`src/design/ctg_consts.vh`:
```
// constants for the charge termination and gauge statistics block
`ifndef CTG_CONSTS_VH
`define CTG_CONSTS_VH

// time base
`define CTG_CLK_HZ 200000000
`define CTG_TICK_S 1

// register indices, byte address is four times the index
`define CTG_IDX_OPCFG 7'h00
`define CTG_IDX_CHGV 7'h01
`define CTG_IDX_TAPV 7'h02
`define CTG_IDX_TAPI 7'h03
`define CTG_IDX_MINCAP 7'h04
`define CTG_IDX_WIN 7'h05
`define CTG_IDX_FCSET 7'h06
`define CTG_IDX_FCCLR 7'h07
`define CTG_IDX_CHGI 7'h08
`define CTG_IDX_DEADB 7'h09
`define CTG_IDX_ISTBY 7'h0A
`define CTG_IDX_IMAXL 7'h0B
`define CTG_IDX_CCTHR 7'h0C
`define CTG_IDX_DTEMP 7'h0D
`define CTG_IDX_FLAGS 7'h10
`define CTG_IDX_STBY 7'h11
`define CTG_IDX_MAXL 7'h12
`define CTG_IDX_CYCLE 7'h13
`define CTG_IDX_TEMP 7'h14
`define CTG_IDX_NAME0 7'h63
`define CTG_IDX_NAME6 7'h69

// field positions
`define CTG_BIT_LOAD_REMCAP_FROM_FULL_CAPACITY 4
`define CTG_BIT_FULL 0
`define CTG_BIT_CHG 1

// reset values
`define CTG_RST_OPCFG 16'h0010
`define CTG_RST_CHGV 16'h1068
`define CTG_RST_TAPV 16'h0064
`define CTG_RST_TAPI 16'h0064
`define CTG_RST_MINCAP 16'h0019
`define CTG_RST_WIN 8'h28
`define CTG_RST_FCSET 8'h63
`define CTG_RST_FCCLR 8'h62
`define CTG_RST_CHGI 16'h0032
`define CTG_RST_DEADB 16'h0005
`define CTG_RST_ISTBY 16'hFFF6
`define CTG_RST_IMAXL 16'hFE0C
`define CTG_RST_CCTHR 16'h0384
`define CTG_RST_DTEMP 16'h0019

// fixed figures
`define CTG_FCSET_OFF 8'hFF
`define CTG_WIN_CAP 24'h000019
`define CTG_HALF_SOC 8'h32
`define CTG_CAP_PER_MAH 16'h0064

`endif

```
`src/design/ctg_gauge.v`:
```
// charge termination detection and gauge statistics with apb registers
//
// Chosen here: the APB interface to the registers.
`timescale 1ns/1ps
`default_nettype none
`include "ctg_consts.vh"

// Summary of operation
// - terminate after two consecutive windows below taper
// - separate current sum per window, each compared
// - each window must gain over 0.25 mAh
// - termination sets full flag, clears charging
// - option copies full capacity into remaining
// - qualify only above charge minus taper voltage
// - start only after minimum taper capacity gained
// - window length configurable, default 40 seconds
// - taper current default 100 mA
// - full set percent minus one means taper only
// - clear full at clear percent while discharging
// - standby current tracks light loads each second
// - max load replaced by larger load currents
// - max load averaged after deep discharge full
// - cycle count steps at discharge threshold
// - discharge accumulator cleared only on cycle step
// - cycle threshold default 900 mAh
// - temperature starts at configurable 25 C default
// - seven character name at 0x63 to 0x69
// - charging only above charge current threshold
// - copy option is op config bit 4
module ctg_gauge #(
   parameter integer TICK_CYCLES = `CTG_TICK_S * `CTG_CLK_HZ,
   // arbitrary neutral value
   parameter [55:0] NAME_STR = "GAUGE01"
) (
   input wire pclk,
   input wire presetn,
   input wire psel,
   input wire penable,
   input wire pwrite,
   input wire [11:0] paddr,
   input wire [31:0] pwdata,
   output reg [31:0] prdata,
   output wire pready,
   output wire pslverr,
   input wire [15:0] meas_current,
   input wire [15:0] meas_voltage,
   input wire [15:0] meas_dcap,
   input wire [7:0] meas_soc,
   input wire [15:0] meas_temp,
   input wire temp_valid,
   input wire [15:0] full_capacity,
   output reg full_charge_flag,
   output reg charging_flag,
   output reg remcap_load,
   output reg [15:0] remcap_value,
   output reg [15:0] standby_current,
   output reg [15:0] maxload_current,
   output reg [15:0] cycle_count,
   output reg [15:0] temperature
);

   localparam [2:0] ST_IDLE = 3'b001;
   localparam [2:0] ST_WIN1 = 3'b010;
   localparam [2:0] ST_WIN2 = 3'b100;

   // configuration
   reg [15:0] opcfg_ff, chgv_ff, tapv_ff, tapi_ff, mincap_ff, chgi_ff;
   reg [15:0] deadb_ff, istby_ff, imaxl_ff, ccthr_ff, dtemp_ff;
   reg [7:0] win_ff, fcset_ff, fcclr_ff;
   // state
   reg [31:0] tick_cnt_ff;
   reg tick_ff;
   reg [2:0] state_ff;
   reg [7:0] sec_ff;
   reg signed [23:0] isum_ff, csum_ff, start_acc_ff;
   reg term_done_ff, below_half_ff, temp_seen_ff;
   reg [31:0] dacc_ff;

   // one second time base
   // one pulse per second paces the window, full flag and statistics decisions
   always @(posedge pclk or negedge presetn) begin
      if (!presetn) begin
         tick_cnt_ff <= 32'h00000000;
         tick_ff <= 1'b0;
      end else if (tick_cnt_ff == TICK_CYCLES - 1) begin
         tick_cnt_ff <= 32'h00000000;
         tick_ff <= 1'b1;
      end else begin
         tick_cnt_ff <= tick_cnt_ff + 32'h00000001;
         tick_ff <= 1'b0;
      end
   end

   // measurement arithmetic
   wire signed [15:0] cur_s = $signed(meas_current);
   wire signed [15:0] dcap_s = $signed(meas_dcap);
   wire signed [16:0] v_floor = $signed({1'b0, chgv_ff}) -
      $signed({1'b0, tapv_ff});
   wire volt_ok = $signed({1'b0, meas_voltage}) > v_floor;
   wire charging = cur_s > $signed(chgi_ff);
   wire discharging = cur_s < $signed(16'h0000);
   wire signed [23:0] cur_x = {{8{cur_s[15]}}, cur_s};
   wire signed [23:0] dcap_x = {{8{dcap_s[15]}}, dcap_s};
   wire signed [23:0] isum_nxt = isum_ff + cur_x;
   wire signed [23:0] csum_nxt = csum_ff + dcap_x;
   wire signed [23:0] start_nxt = start_acc_ff + dcap_x;
   wire [23:0] tap_lim_u = tapi_ff * win_ff;
   wire signed [23:0] tap_lim = $signed(tap_lim_u);
   wire win_end = (sec_ff + 8'h01) == win_ff;
   wire avg_ok = isum_nxt < tap_lim;
   wire cap_ok = csum_nxt > $signed(`CTG_WIN_CAP);
   wire start_ok = start_nxt > $signed({8'h00, mincap_ff});

   // two good windows in a row qualify termination
   reg [2:0] nxt_state;
   reg term_pulse;
   always @* begin
      nxt_state = state_ff;
      term_pulse = 1'b0;
      case (state_ff)
         ST_IDLE: begin
            if (tick_ff && charging && volt_ok && !term_done_ff &&
               start_ok) begin
               nxt_state = ST_WIN1;
            end
         end
         ST_WIN1: begin
            if (tick_ff) begin
               if (!volt_ok) begin
                  nxt_state = ST_IDLE;
               end else if (win_end) begin
                  nxt_state = (avg_ok && cap_ok) ? ST_WIN2 : ST_WIN1;
               end
            end
         end
         ST_WIN2: begin
            if (tick_ff) begin
               if (!volt_ok) begin
                  nxt_state = ST_IDLE;
               end else if (win_end) begin
                  if (avg_ok && cap_ok) begin
                     nxt_state = ST_IDLE;
                     term_pulse = 1'b1;
                  end else begin
                     nxt_state = ST_WIN1;
                  end
               end
            end
         end
         default: nxt_state = ST_IDLE;
      endcase
   end

   // window accumulators
   always @(posedge pclk or negedge presetn) begin
      if (!presetn) begin
         state_ff <= ST_IDLE;
         sec_ff <= 8'h00;
         isum_ff <= 24'h000000;
         csum_ff <= 24'h000000;
         start_acc_ff <= 24'h000000;
         term_done_ff <= 1'b0;
      end else begin
         state_ff <= nxt_state;
         if (tick_ff) begin
            if (state_ff == ST_IDLE) begin
               if (charging && volt_ok && !term_done_ff) begin
                  start_acc_ff <= start_ok ? 24'h000000 : start_nxt;
               end else begin
                  start_acc_ff <= 24'h000000;
               end
            end
            if (state_ff == ST_IDLE || win_end || !volt_ok) begin
               sec_ff <= 8'h00;
               isum_ff <= 24'h000000;
               csum_ff <= 24'h000000;
            end else begin
               sec_ff <= sec_ff + 8'h01;
               isum_ff <= isum_nxt;
               csum_ff <= csum_nxt;
            end
         end
         if (term_pulse) begin
            term_done_ff <= 1'b1;
         end else if (discharging) begin
            term_done_ff <= 1'b0;
         end
      end
   end

   // flags and statistics
   wire soc_set = (fcset_ff != `CTG_FCSET_OFF) &&
      (meas_soc >= fcset_ff);
   wire soc_clr = discharging && (meas_soc <= fcclr_ff);
   // a set on the same tick beats the clear
   wire full_nxt = (term_pulse || (tick_ff && soc_set)) ? 1'b1 :
      ((tick_ff && soc_clr) ? 1'b0 : full_charge_flag);
   wire full_rise = full_nxt && !full_charge_flag;
   wire signed [16:0] ml_avg = ($signed({maxload_current[15],
      maxload_current}) + $signed({imaxl_ff[15], imaxl_ff})) >>> 1;
   wire signed [16:0] sb_lo = $signed({istby_ff, 1'b0});
   wire signed [16:0] db_neg = -$signed({1'b0, deadb_ff});
   wire [15:0] dmag = 16'h0000 - meas_dcap;
   wire [31:0] dacc_nxt = dacc_ff + {16'h0000, dmag};
   wire [31:0] cc_lim = ccthr_ff * `CTG_CAP_PER_MAH;

   always @(posedge pclk or negedge presetn) begin
      if (!presetn) begin
         full_charge_flag <= 1'b0;
         charging_flag <= 1'b0;
         remcap_load <= 1'b0;
         remcap_value <= 16'h0000;
         standby_current <= `CTG_RST_ISTBY;
         maxload_current <= `CTG_RST_IMAXL;
         below_half_ff <= 1'b0;
         cycle_count <= 16'h0000;
         dacc_ff <= 32'h00000000;
      end else begin
         full_charge_flag <= full_nxt;
         if (term_pulse) begin
            charging_flag <= 1'b0;
         end else begin
            charging_flag <= charging && !term_done_ff;
         end
         remcap_load <= term_pulse && opcfg_ff[`CTG_BIT_LOAD_REMCAP_FROM_FULL_CAPACITY];
         if (term_pulse && opcfg_ff[`CTG_BIT_LOAD_REMCAP_FROM_FULL_CAPACITY]) begin
            remcap_value <= full_capacity;
         end
         // light loads only: below the deadband, above twice initial
         if (tick_ff && $signed({cur_s[15], cur_s}) < db_neg &&
            $signed({cur_s[15], cur_s}) >= sb_lo) begin
            standby_current <= meas_current;
         end
         // remembers a deep discharge until the next full charge
         if (meas_soc < `CTG_HALF_SOC) begin
            below_half_ff <= 1'b1;
         end else if (full_rise) begin
            below_half_ff <= 1'b0;
         end
         if (full_rise && below_half_ff) begin
            maxload_current <= ml_avg[15:0];
         end else if (tick_ff && cur_s < $signed(imaxl_ff) &&
            cur_s < $signed(maxload_current)) begin
            maxload_current <= meas_current;
         end
         // excess over the threshold is dropped at each step
         if (tick_ff && dcap_s < $signed(16'h0000)) begin
            if (dacc_nxt >= cc_lim) begin
               cycle_count <= cycle_count + 16'h0001;
               dacc_ff <= 32'h00000000;
            end else begin
               dacc_ff <= dacc_nxt;
            end
         end
      end
   end

   // temperature holds the default until a measurement arrives
   always @(posedge pclk or negedge presetn) begin
      if (!presetn) begin
         temperature <= `CTG_RST_DTEMP;
         temp_seen_ff <= 1'b0;
      end else if (temp_valid) begin
         temperature <= meas_temp;
         temp_seen_ff <= 1'b1;
      end else if (!temp_seen_ff) begin
         temperature <= dtemp_ff;
      end
   end

   // apb decode
   wire [6:0] idx = paddr[8:2];
   wire addr_ok = (paddr[11:9] == 3'b000) && (paddr[1:0] == 2'b00);
   reg rd_hit;
   reg [15:0] rd_val;
   wire [6:0] name_sel = idx - `CTG_IDX_NAME0;
   // first character sits in the top byte of the string
   wire [55:0] name_shift = NAME_STR << {name_sel[2:0], 3'b000};
   wire [7:0] name_byte = name_shift[55:48];

   always @* begin
      rd_hit = 1'b1;
      rd_val = 16'h0000;
      case (idx)
         `CTG_IDX_OPCFG: rd_val = opcfg_ff;
         `CTG_IDX_CHGV: rd_val = chgv_ff;
         `CTG_IDX_TAPV: rd_val = tapv_ff;
         `CTG_IDX_TAPI: rd_val = tapi_ff;
         `CTG_IDX_MINCAP: rd_val = mincap_ff;
         `CTG_IDX_WIN: rd_val = {8'h00, win_ff};
         `CTG_IDX_FCSET: rd_val = {8'h00, fcset_ff};
         `CTG_IDX_FCCLR: rd_val = {8'h00, fcclr_ff};
         `CTG_IDX_CHGI: rd_val = chgi_ff;
         `CTG_IDX_DEADB: rd_val = deadb_ff;
         `CTG_IDX_ISTBY: rd_val = istby_ff;
         `CTG_IDX_IMAXL: rd_val = imaxl_ff;
         `CTG_IDX_CCTHR: rd_val = ccthr_ff;
         `CTG_IDX_DTEMP: rd_val = dtemp_ff;
         `CTG_IDX_FLAGS: rd_val = {14'h0000, charging_flag,
            full_charge_flag};
         `CTG_IDX_STBY: rd_val = standby_current;
         `CTG_IDX_MAXL: rd_val = maxload_current;
         `CTG_IDX_CYCLE: rd_val = cycle_count;
         `CTG_IDX_TEMP: rd_val = temperature;
         default: begin
            if (idx >= `CTG_IDX_NAME0 && idx <= `CTG_IDX_NAME6) begin
               rd_val = {8'h00, name_byte};
            end else begin
               rd_hit = 1'b0;
            end
         end
      endcase
      if (!addr_ok) begin
         rd_hit = 1'b0;
      end
   end

   // status, name and unknown addresses refuse writes
   wire wr_hit = addr_ok && (idx <= `CTG_IDX_DTEMP);
   assign pready = 1'b1;
   assign pslverr = psel && penable && (pwrite ? !wr_hit : !rd_hit);
   wire wr_en = psel && penable && pwrite && wr_hit;

   // read data is captured in setup and held through the access phase
   always @(posedge pclk or negedge presetn) begin
      if (!presetn) begin
         prdata <= 32'h00000000;
      end else if (psel && !penable) begin
         prdata <= (rd_hit && !pwrite) ? {16'h0000, rd_val} :
            32'h00000000;
      end
   end

   always @(posedge pclk or negedge presetn) begin
      if (!presetn) begin
         opcfg_ff <= `CTG_RST_OPCFG;
         chgv_ff <= `CTG_RST_CHGV;
         tapv_ff <= `CTG_RST_TAPV;
         tapi_ff <= `CTG_RST_TAPI;
         mincap_ff <= `CTG_RST_MINCAP;
         win_ff <= `CTG_RST_WIN;
         fcset_ff <= `CTG_RST_FCSET;
         fcclr_ff <= `CTG_RST_FCCLR;
         chgi_ff <= `CTG_RST_CHGI;
         deadb_ff <= `CTG_RST_DEADB;
         istby_ff <= `CTG_RST_ISTBY;
         imaxl_ff <= `CTG_RST_IMAXL;
         ccthr_ff <= `CTG_RST_CCTHR;
         dtemp_ff <= `CTG_RST_DTEMP;
      end else if (wr_en) begin
         case (idx)
            `CTG_IDX_OPCFG: opcfg_ff <= pwdata[15:0];
            `CTG_IDX_CHGV: chgv_ff <= pwdata[15:0];
            `CTG_IDX_TAPV: tapv_ff <= pwdata[15:0];
            `CTG_IDX_TAPI: tapi_ff <= pwdata[15:0];
            `CTG_IDX_MINCAP: mincap_ff <= pwdata[15:0];
            `CTG_IDX_WIN: win_ff <= pwdata[7:0];
            `CTG_IDX_FCSET: fcset_ff <= pwdata[7:0];
            `CTG_IDX_FCCLR: fcclr_ff <= pwdata[7:0];
            `CTG_IDX_CHGI: chgi_ff <= pwdata[15:0];
            `CTG_IDX_DEADB: deadb_ff <= pwdata[15:0];
            `CTG_IDX_ISTBY: istby_ff <= pwdata[15:0];
            `CTG_IDX_IMAXL: imaxl_ff <= pwdata[15:0];
            `CTG_IDX_CCTHR: ccthr_ff <= pwdata[15:0];
            `CTG_IDX_DTEMP: dtemp_ff <= pwdata[15:0];
            default: opcfg_ff <= opcfg_ff;
         endcase
      end
   end

endmodule // ctg_gauge
`default_nettype wire

```
`config.mk`:
```
export PLATFORM = sky130hd
export DESIGN_NAME = ctg_gauge
export DESIGN_NICKNAME = d
export VERILOG_FILES = /design/src/design/ctg_gauge.v
export VERILOG_INCLUDE_DIRS = /design/src /design/src/design
export SDC_FILE = /design/constraint.sdc
export NUM_CORES = 2
export LEC_CHECK = 0
export ABC_AREA = 1
export BUFFER_PORTS_ARGS = -buffer_cell sky130_fd_sc_hd__buf_2
export CORE_MARGIN = 8
export CORE_UTILIZATION = 44
export DETAILED_ROUTE_END_ITERATION = 6
export GPL_ROUTABILITY_DRIVEN = 0
export PLACE_DENSITY = 0.74
export RECOVER_POWER = 100
export SLEW_MARGIN = 5
export SYNTH_ARGS = -nofsm -noshare
export SYNTH_HDL_FRONTEND = slang
export SYNTH_SLANG_ARGS = --single-unit
```
`constraint.sdc`:
```
create_clock -name pclk -period 6.6 [get_ports pclk]
set_input_delay 0.99 -clock pclk [delete_from_list [all_inputs] [get_ports pclk]]
set_output_delay 0.99 -clock pclk [all_outputs]
set_load 0.03 [all_outputs]
```
# == After elaboration in Yosys (flattened, before gate mapping) ==
# Cells that the tools add are included.
# op_classes
reduce_logical,63
add_sub_neg,12
multipliers,2
shift,1
n_mux,41
eq_ne,30
order_cmp,18
# ops
operator,n
case mux 16 bit (19 select lines),1
two-way mux 24 bit,4
two-way mux 16 bit,5
adder 24 x 16 -> 24 bit,3
two-way mux 32 bit,2
left shift 55 x 6 -> 56 bit (first input constant),1
equality test 7 x 4 -> 1 bit (second input constant),6
equality test 7 x 5 -> 1 bit (second input constant),5
adder 32 x 1 -> 32 bit (second input constant),1
adder 32 x 16 -> 32 bit,1
equality test 32 x 28 -> 1 bit (second input constant),1
>= comparator 32 x 23 -> 1 bit,1
< comparator 16 x 1 -> 1 bit (second input constant),2
< comparator 16 bit,2
AND reduction 2 bit,16
logical AND 1 bit,29
equality test 7 x 3 -> 1 bit (second input constant),4
greater-than comparator 24 x 17 -> 1 bit,1
greater-than comparator 24 x 6 -> 1 bit (second input constant),1
< comparator 24 bit,1
multiplier 16 x 8 -> 24 bit,1
two-way mux 3 bit,8
multiplier 16 x 5 -> 21 bit (second input constant),1
OR reduction 19 bit,1
other kinds (37),69
# totals
word_cells,201
input_bits,138
ff_bits,466

# == Logic depth before layout (Yosys ltp) ==
# logic_depth
word_depth,13
ltp_mapped,39
mapped_depth_nobuf,36

# == Least setup slack after synthesis ==
# Ideal clock, no wire load.
# synth_path
path_type,reg2reg
startpoint,register win_ff[3]
endpoint,register maxload_current[7]
path_buffers,3
synth_period_minus_slack_ns,6.608
slack_ns,-0.008
arrival_time_ns,6.490
stages_incl_launch_ff,37
path_cell_list,dfstp_2 -> clkbuf_1 -> clkbuf_1 -> nand2_1 -> fa_1 -> fa_1 -> inv_1 -> fa_1 -> inv_1 -> fa_1 -> inv_1 -> ha_1 -> a21oi_1 -> o21ai_0 -> a21oi_1 -> nor3_1 -> nor2_1 -> o21bai_1 -> a21boi_0 -> o21ai_0 -> xor2_1 -> ha_1 -> nand4_1 -> inv_1 -> nand2_1 -> o211ai_1 -> a21oi_1 -> nand2_1 -> nand2_1 -> nand2_1 -> nor2_2 -> nand4_2 -> nand2_4 -> nand3_4 -> buf_4 -> nand3_1 -> nand2_1
# synth_between
elab_chain_cells,13
word_cells_on_any_way,15
classes_between,mul (1); order compare (1); eq/ne (1); mux (7); reduce/logical (5)
# synth_rtl
item,line_no,source
from (decl),ctg_gauge.v:69,"reg [7:0] win_ff, fcset_ff, fcclr_ff;"
from (signal assigned),ctg_gauge.v:341,win_ff <= `CTG_RST_WIN;
from (signal assigned),ctg_gauge.v:357,`CTG_IDX_WIN: win_ff <= pwdata[7:0];
multiplier 16 x 8 -> 24 bit,ctg_gauge.v:107,wire [23:0] tap_lim_u = tapi_ff * win_ff;
< comparator 24 bit,ctg_gauge.v:110,wire avg_ok = isum_nxt < tap_lim;
logical AND 1 bit,ctg_gauge.v:141,if (avg_ok && cap_ok) begin
two-way mux 1 bit,ctg_gauge.v:141,
two-way mux 1 bit *,ctg_gauge.v:140,end else if (win_end) begin
two-way mux 1 bit *,ctg_gauge.v:138,if (!volt_ok) begin
two-way mux 1 bit *,ctg_gauge.v:137,if (tick_ff) begin
two-way mux 1 bit *,ctg_gauge.v:120,case (state_ff)
logical OR 1 bit *,ctg_gauge.v:196,wire full_nxt = (term_pulse || (tick_ff && soc_set)) ? 1'b1 :
two-way mux 1 bit *,ctg_gauge.v:196,
logical AND 1 bit *,ctg_gauge.v:198,wire full_rise = full_nxt && !full_charge_flag;
logical AND 1 bit *,ctg_gauge.v:240,if (full_rise && below_half_ff) begin
two-way mux 16 bit or nonzero test 2 bit (tied branches),--,
to (signal assigned),ctg_gauge.v:214,maxload_current <= `CTG_RST_IMAXL;
to (signal assigned),ctg_gauge.v:241,maxload_current <= ml_avg[15:0];
to (signal assigned),ctg_gauge.v:244,maxload_current <= meas_current;
to (decl),ctg_gauge.v:57,"output reg [15:0] maxload_current,"
# Mark *: on every way between the ends. The rest lies on a longest branch, timed or not.
# A chain may end at the register's enable or synchronous reset.

# == Worst setup path after layout ==
# layout_path
startpoint,register win_ff[3]
endpoint,register maxload_current[5]
# Same word-level chain as after synthesis.

==> summary.txt <==
Run status
  • Status: finished with violations
  • Failing checks: max-capacitance violations, max-slew violations

STA
  • Period utilization: 98.1%
  • Worst Tran Pin Value: about 4000 ps
  • Clk_skew: 103 ps
  • Slew HR: -172%
  • Setup_tns: 0 ps
  • Crit path time final: 6480 ps
  • RSZ-0062 raised after global routing: yes
  • Max-slew violations: ~340
  • Final Hold Vio Count: 0
  • Final setup vio count: 0
  • Achievable Freq: 0.154 GHz

Worst setup path
  • Max incr delay on CP: between 600 and 700 ps
  • Crit-path slowest cell: dfstp_2
  • Crit path top cell by count: nand2_1
  • Req. time, crit path: ~7100 ps
  • Crit end category: flip-flop
  • CP top delay family: adder cells
  • WS Path Type: reg -> reg
  • Startpoint class of the critical path: flip-flop
  • Buf/Inv on CP: 8
  • Worst Path Arrival: roughly 7000 ps
  • Crit path max fanout: 8

Cells and area
  • Area grow syn2layout: 13.2%
  • Core Util, Final: about 50%
  • Final instance area: approximately 42,000 sq um
  • Post-Layout Cell Count: 6,384
  • Fin nets: between 5,000 and 6,000
  • Layout cells sized above 1: between 10 and 15%

Detailed routing
  • Via density: around 5.5
  • Via count: ~35,000
  • Pre-Repair DR Iteration Count: 6
  • # DRC: 0
  • DRT iter0 DRCs: 3,560
  • Routed Antenna Nets: 0
  • WL/cell: roughly 19 um
  • Final WL: ~120,000 um

Synth
  • Primary FF master, synth: dfrtp_1
  • Post-Syn Area: 37,400 sq um
  • EDFF count, synth: 0
  • Avg Cell Area, Syn: between 7 and 8 sq um
  • Seq/Total Area, Yosys: just over 30%
  • Netlist cell types: a little over 70
  • Synth Register Bits: 450
  • Cells after synthesis: 4,957
  • Async SR Flop Fraction: between 90% and 100%
  • Synthesis warning total: 0

Power
  • Leakage: 21.1 nW
  • Maximum vdd drop: about 0.18 mV
  • PwrDens: around 160 nW/um^2

Clocking
  • Clock Path Buffers: 3
  • Root Buffer: clkbuf_16
  • Clock Latency Late Sink: 700 ps
  • Hold buffers post-CTS: 0
  • H-Tree Depth: 2
  • CTS tree: yes
  • Worst-path clk slew: approximately 60 ps
  • Number of buffers created by CTS: 55
  • Clock Sinks: 450

Run
  • Max_cap viols: 4

Global route
  • All-layer global routing usage: approximately 25%
  • Vias in the first global route: between 30,000 and 40,000
  • Initial antenna violation count: 12
  • Wire length of the first global-routing pass: around 190,000 um
  • Largest net degree at the start of global routing: 167
  • Global route overflow: 0

Floorplan
  • Core Area: around 85,000 sq um
  • Die Wd: a little over 300 um
  • FP Rows: between 100 and 150
  • Starting Density: 44.2%
  • IO Count: about 260
  • Die H: 308 um
  • Full die area: approximately 95,000 sq um

Placed design
  • DP HPWL: 89,500 um
  • Placed Cells: between 6,000 and 7,000
  • # port buffers: around 220
  • DP Area: around 40,000 sq um

Min path
  • Worst hold-check path type: reg -> reg
## metrics by stage
step	power, W	hold slack, ps	setup WS, ps
2_1_floorplan	0.00326	445	75.5
3_3_place_gp	0.00354	457	-2.76
3_5_place_dp	0.00356	460	-115
4_1_cts	0.00691	144	1.17
5_1_grt	0.00710	486	-249
6_report	0.00687	476	124
## per-layer routing
layer,vias to the layer above,routed length (um),track usage (%)
met3,441,12100,5.74
met1,16597,48000,31.7
met2,1587,52300,38.6
met5,-,50,0
met4,8,6800,11.7
li1,16715,-,-
## worst min-delay path: cells and delay by family (launching register included)
kind / cells / cell delay (ps)
AND/OR/NAND/NOR: 2 / 110
flip-flops: 1 / 340
## final timing paths
path | endpoint | slack, ps | start | cells after the start
max reg2reg | maxload_current[5]$_DFFE_PN0P_ | 120 | win_ff[3]$_DFFE_PN1P_ | 33
min in group asynchronous | tapi_ff[4]$_DFFE_PN0P_ | 690 | presetn | 1
min | remcap_value[8]$_DFFE_PN0P_ | 480 | remcap_value[8]$_DFFE_PN0P_ | 2
max | maxload_current[5]$_DFFE_PN0P_ | 120 | win_ff[3]$_DFFE_PN1P_ | 33
max in group asynchronous | temperature[12]$_DFFE_PN0P_ | 1130 | presetn | 2
min reg2reg | remcap_value[8]$_DFFE_PN0P_ | 480 | remcap_value[8]$_DFFE_PN0P_ | 2
## power by group
part	leakage [nW]	internal, W	total [W]	switching (W)
combinational	14.5	0.000215	0.000731	0.000515
sequential	5.58	0.00278	0.00279	0.0000143
clock	0.975	0.00198	0.00334	0.00136
total	21.1	0.00498	0.00687	0.00189
## layout by cell type (no fill, tap or decap), drive strengths merged, types with 29 or more instances in the layout
master     n
dfrtp    365
fa       101
buf      229
o22ai     42
nor3      78
inv      761
a22o      29
o21ai    427
nor2     233
clkinv    29
xor2     142
nand4     88
xnor2     56
o211ai    30
a221oi    29
nand2   1288
ha       393
nand3    212
clkbuf   170
nor4      36
dfstp     85
a21oi    250
## cell type report
class                      count  area (sq um)
sequential                   450         11400
timing repair buffer         330          1940
clock buffer                  69          1500
tap                         1144          1430
multi-input combinational   3585         22700
antenna                        3          7.51
inverter                     768          2880
clock inverter                35           512
fill                        8169         42400
## synthesized netlist by cell type, drive strengths merged (7+ instances only)
cell type | number | area, sq um
o31ai | 9 | 67.6
a221oi | 29 | 254
clkbuf | 124 | 465
nand4 | 88 | 569
o21ai | 427 | 2140
nor3 | 78 | 427
dfrtp | 365 | 9130
a21oi | 250 | 1270
xnor2 | 56 | 490
o221ai | 9 | 78.8
a21o | 14 | 105
xor2 | 142 | 1240
o211ai | 30 | 230
dfstp | 85 | 2230
nand3 | 212 | 1140
a21boi | 7 | 52.6
a22o | 29 | 254
ha | 393 | 4920
nor4 | 36 | 253
buf | 45 | 337
nor2 | 233 | 917
o22ai | 42 | 263
clkinv | 8 | 30.0
inv | 760 | 2850
a211oi | 12 | 90.1
nand2 | 1288 | 4940
a31oi | 10 | 62.6
o2111ai | 15 | 131
o21bai | 13 | 109
fa | 101 | 2020
nand3b | 8 | 60.1
## sequential cells by signal (all words and copies together) (netlist names), 24 cells and up
register	count
csum_ff	24
dacc_ff	32
isum_ff	24
start_acc_ff	24
tick_cnt_ff	32
## logic make-up after synthesis
| family | Yosys count | synth area share [%] |
|---|---|---|
| compound gates | 913 | 14.0 |
| xor+xnor | 198 | 4.63 |
| fa+ha+maj | 494 | 18.5 |
| buf+inv | 937 | 9.84 |
| flops | 450 | 30.4 |
| mux | 1 | 0.0267 |
| other cells | 2 | 0.0201 |
| simple gates | 1962 | 22.5 |
## what timing repair did
item / in CTS / in global routing
endpoints found under the setup margin: 33 / 39
buffers inserted: 17 / 7
pin swaps: 33 / 49
gates cloned: 2 / 1
gates resized for setup: 36 / 35
Note: power is estimated with default switching activity, not from simulation.
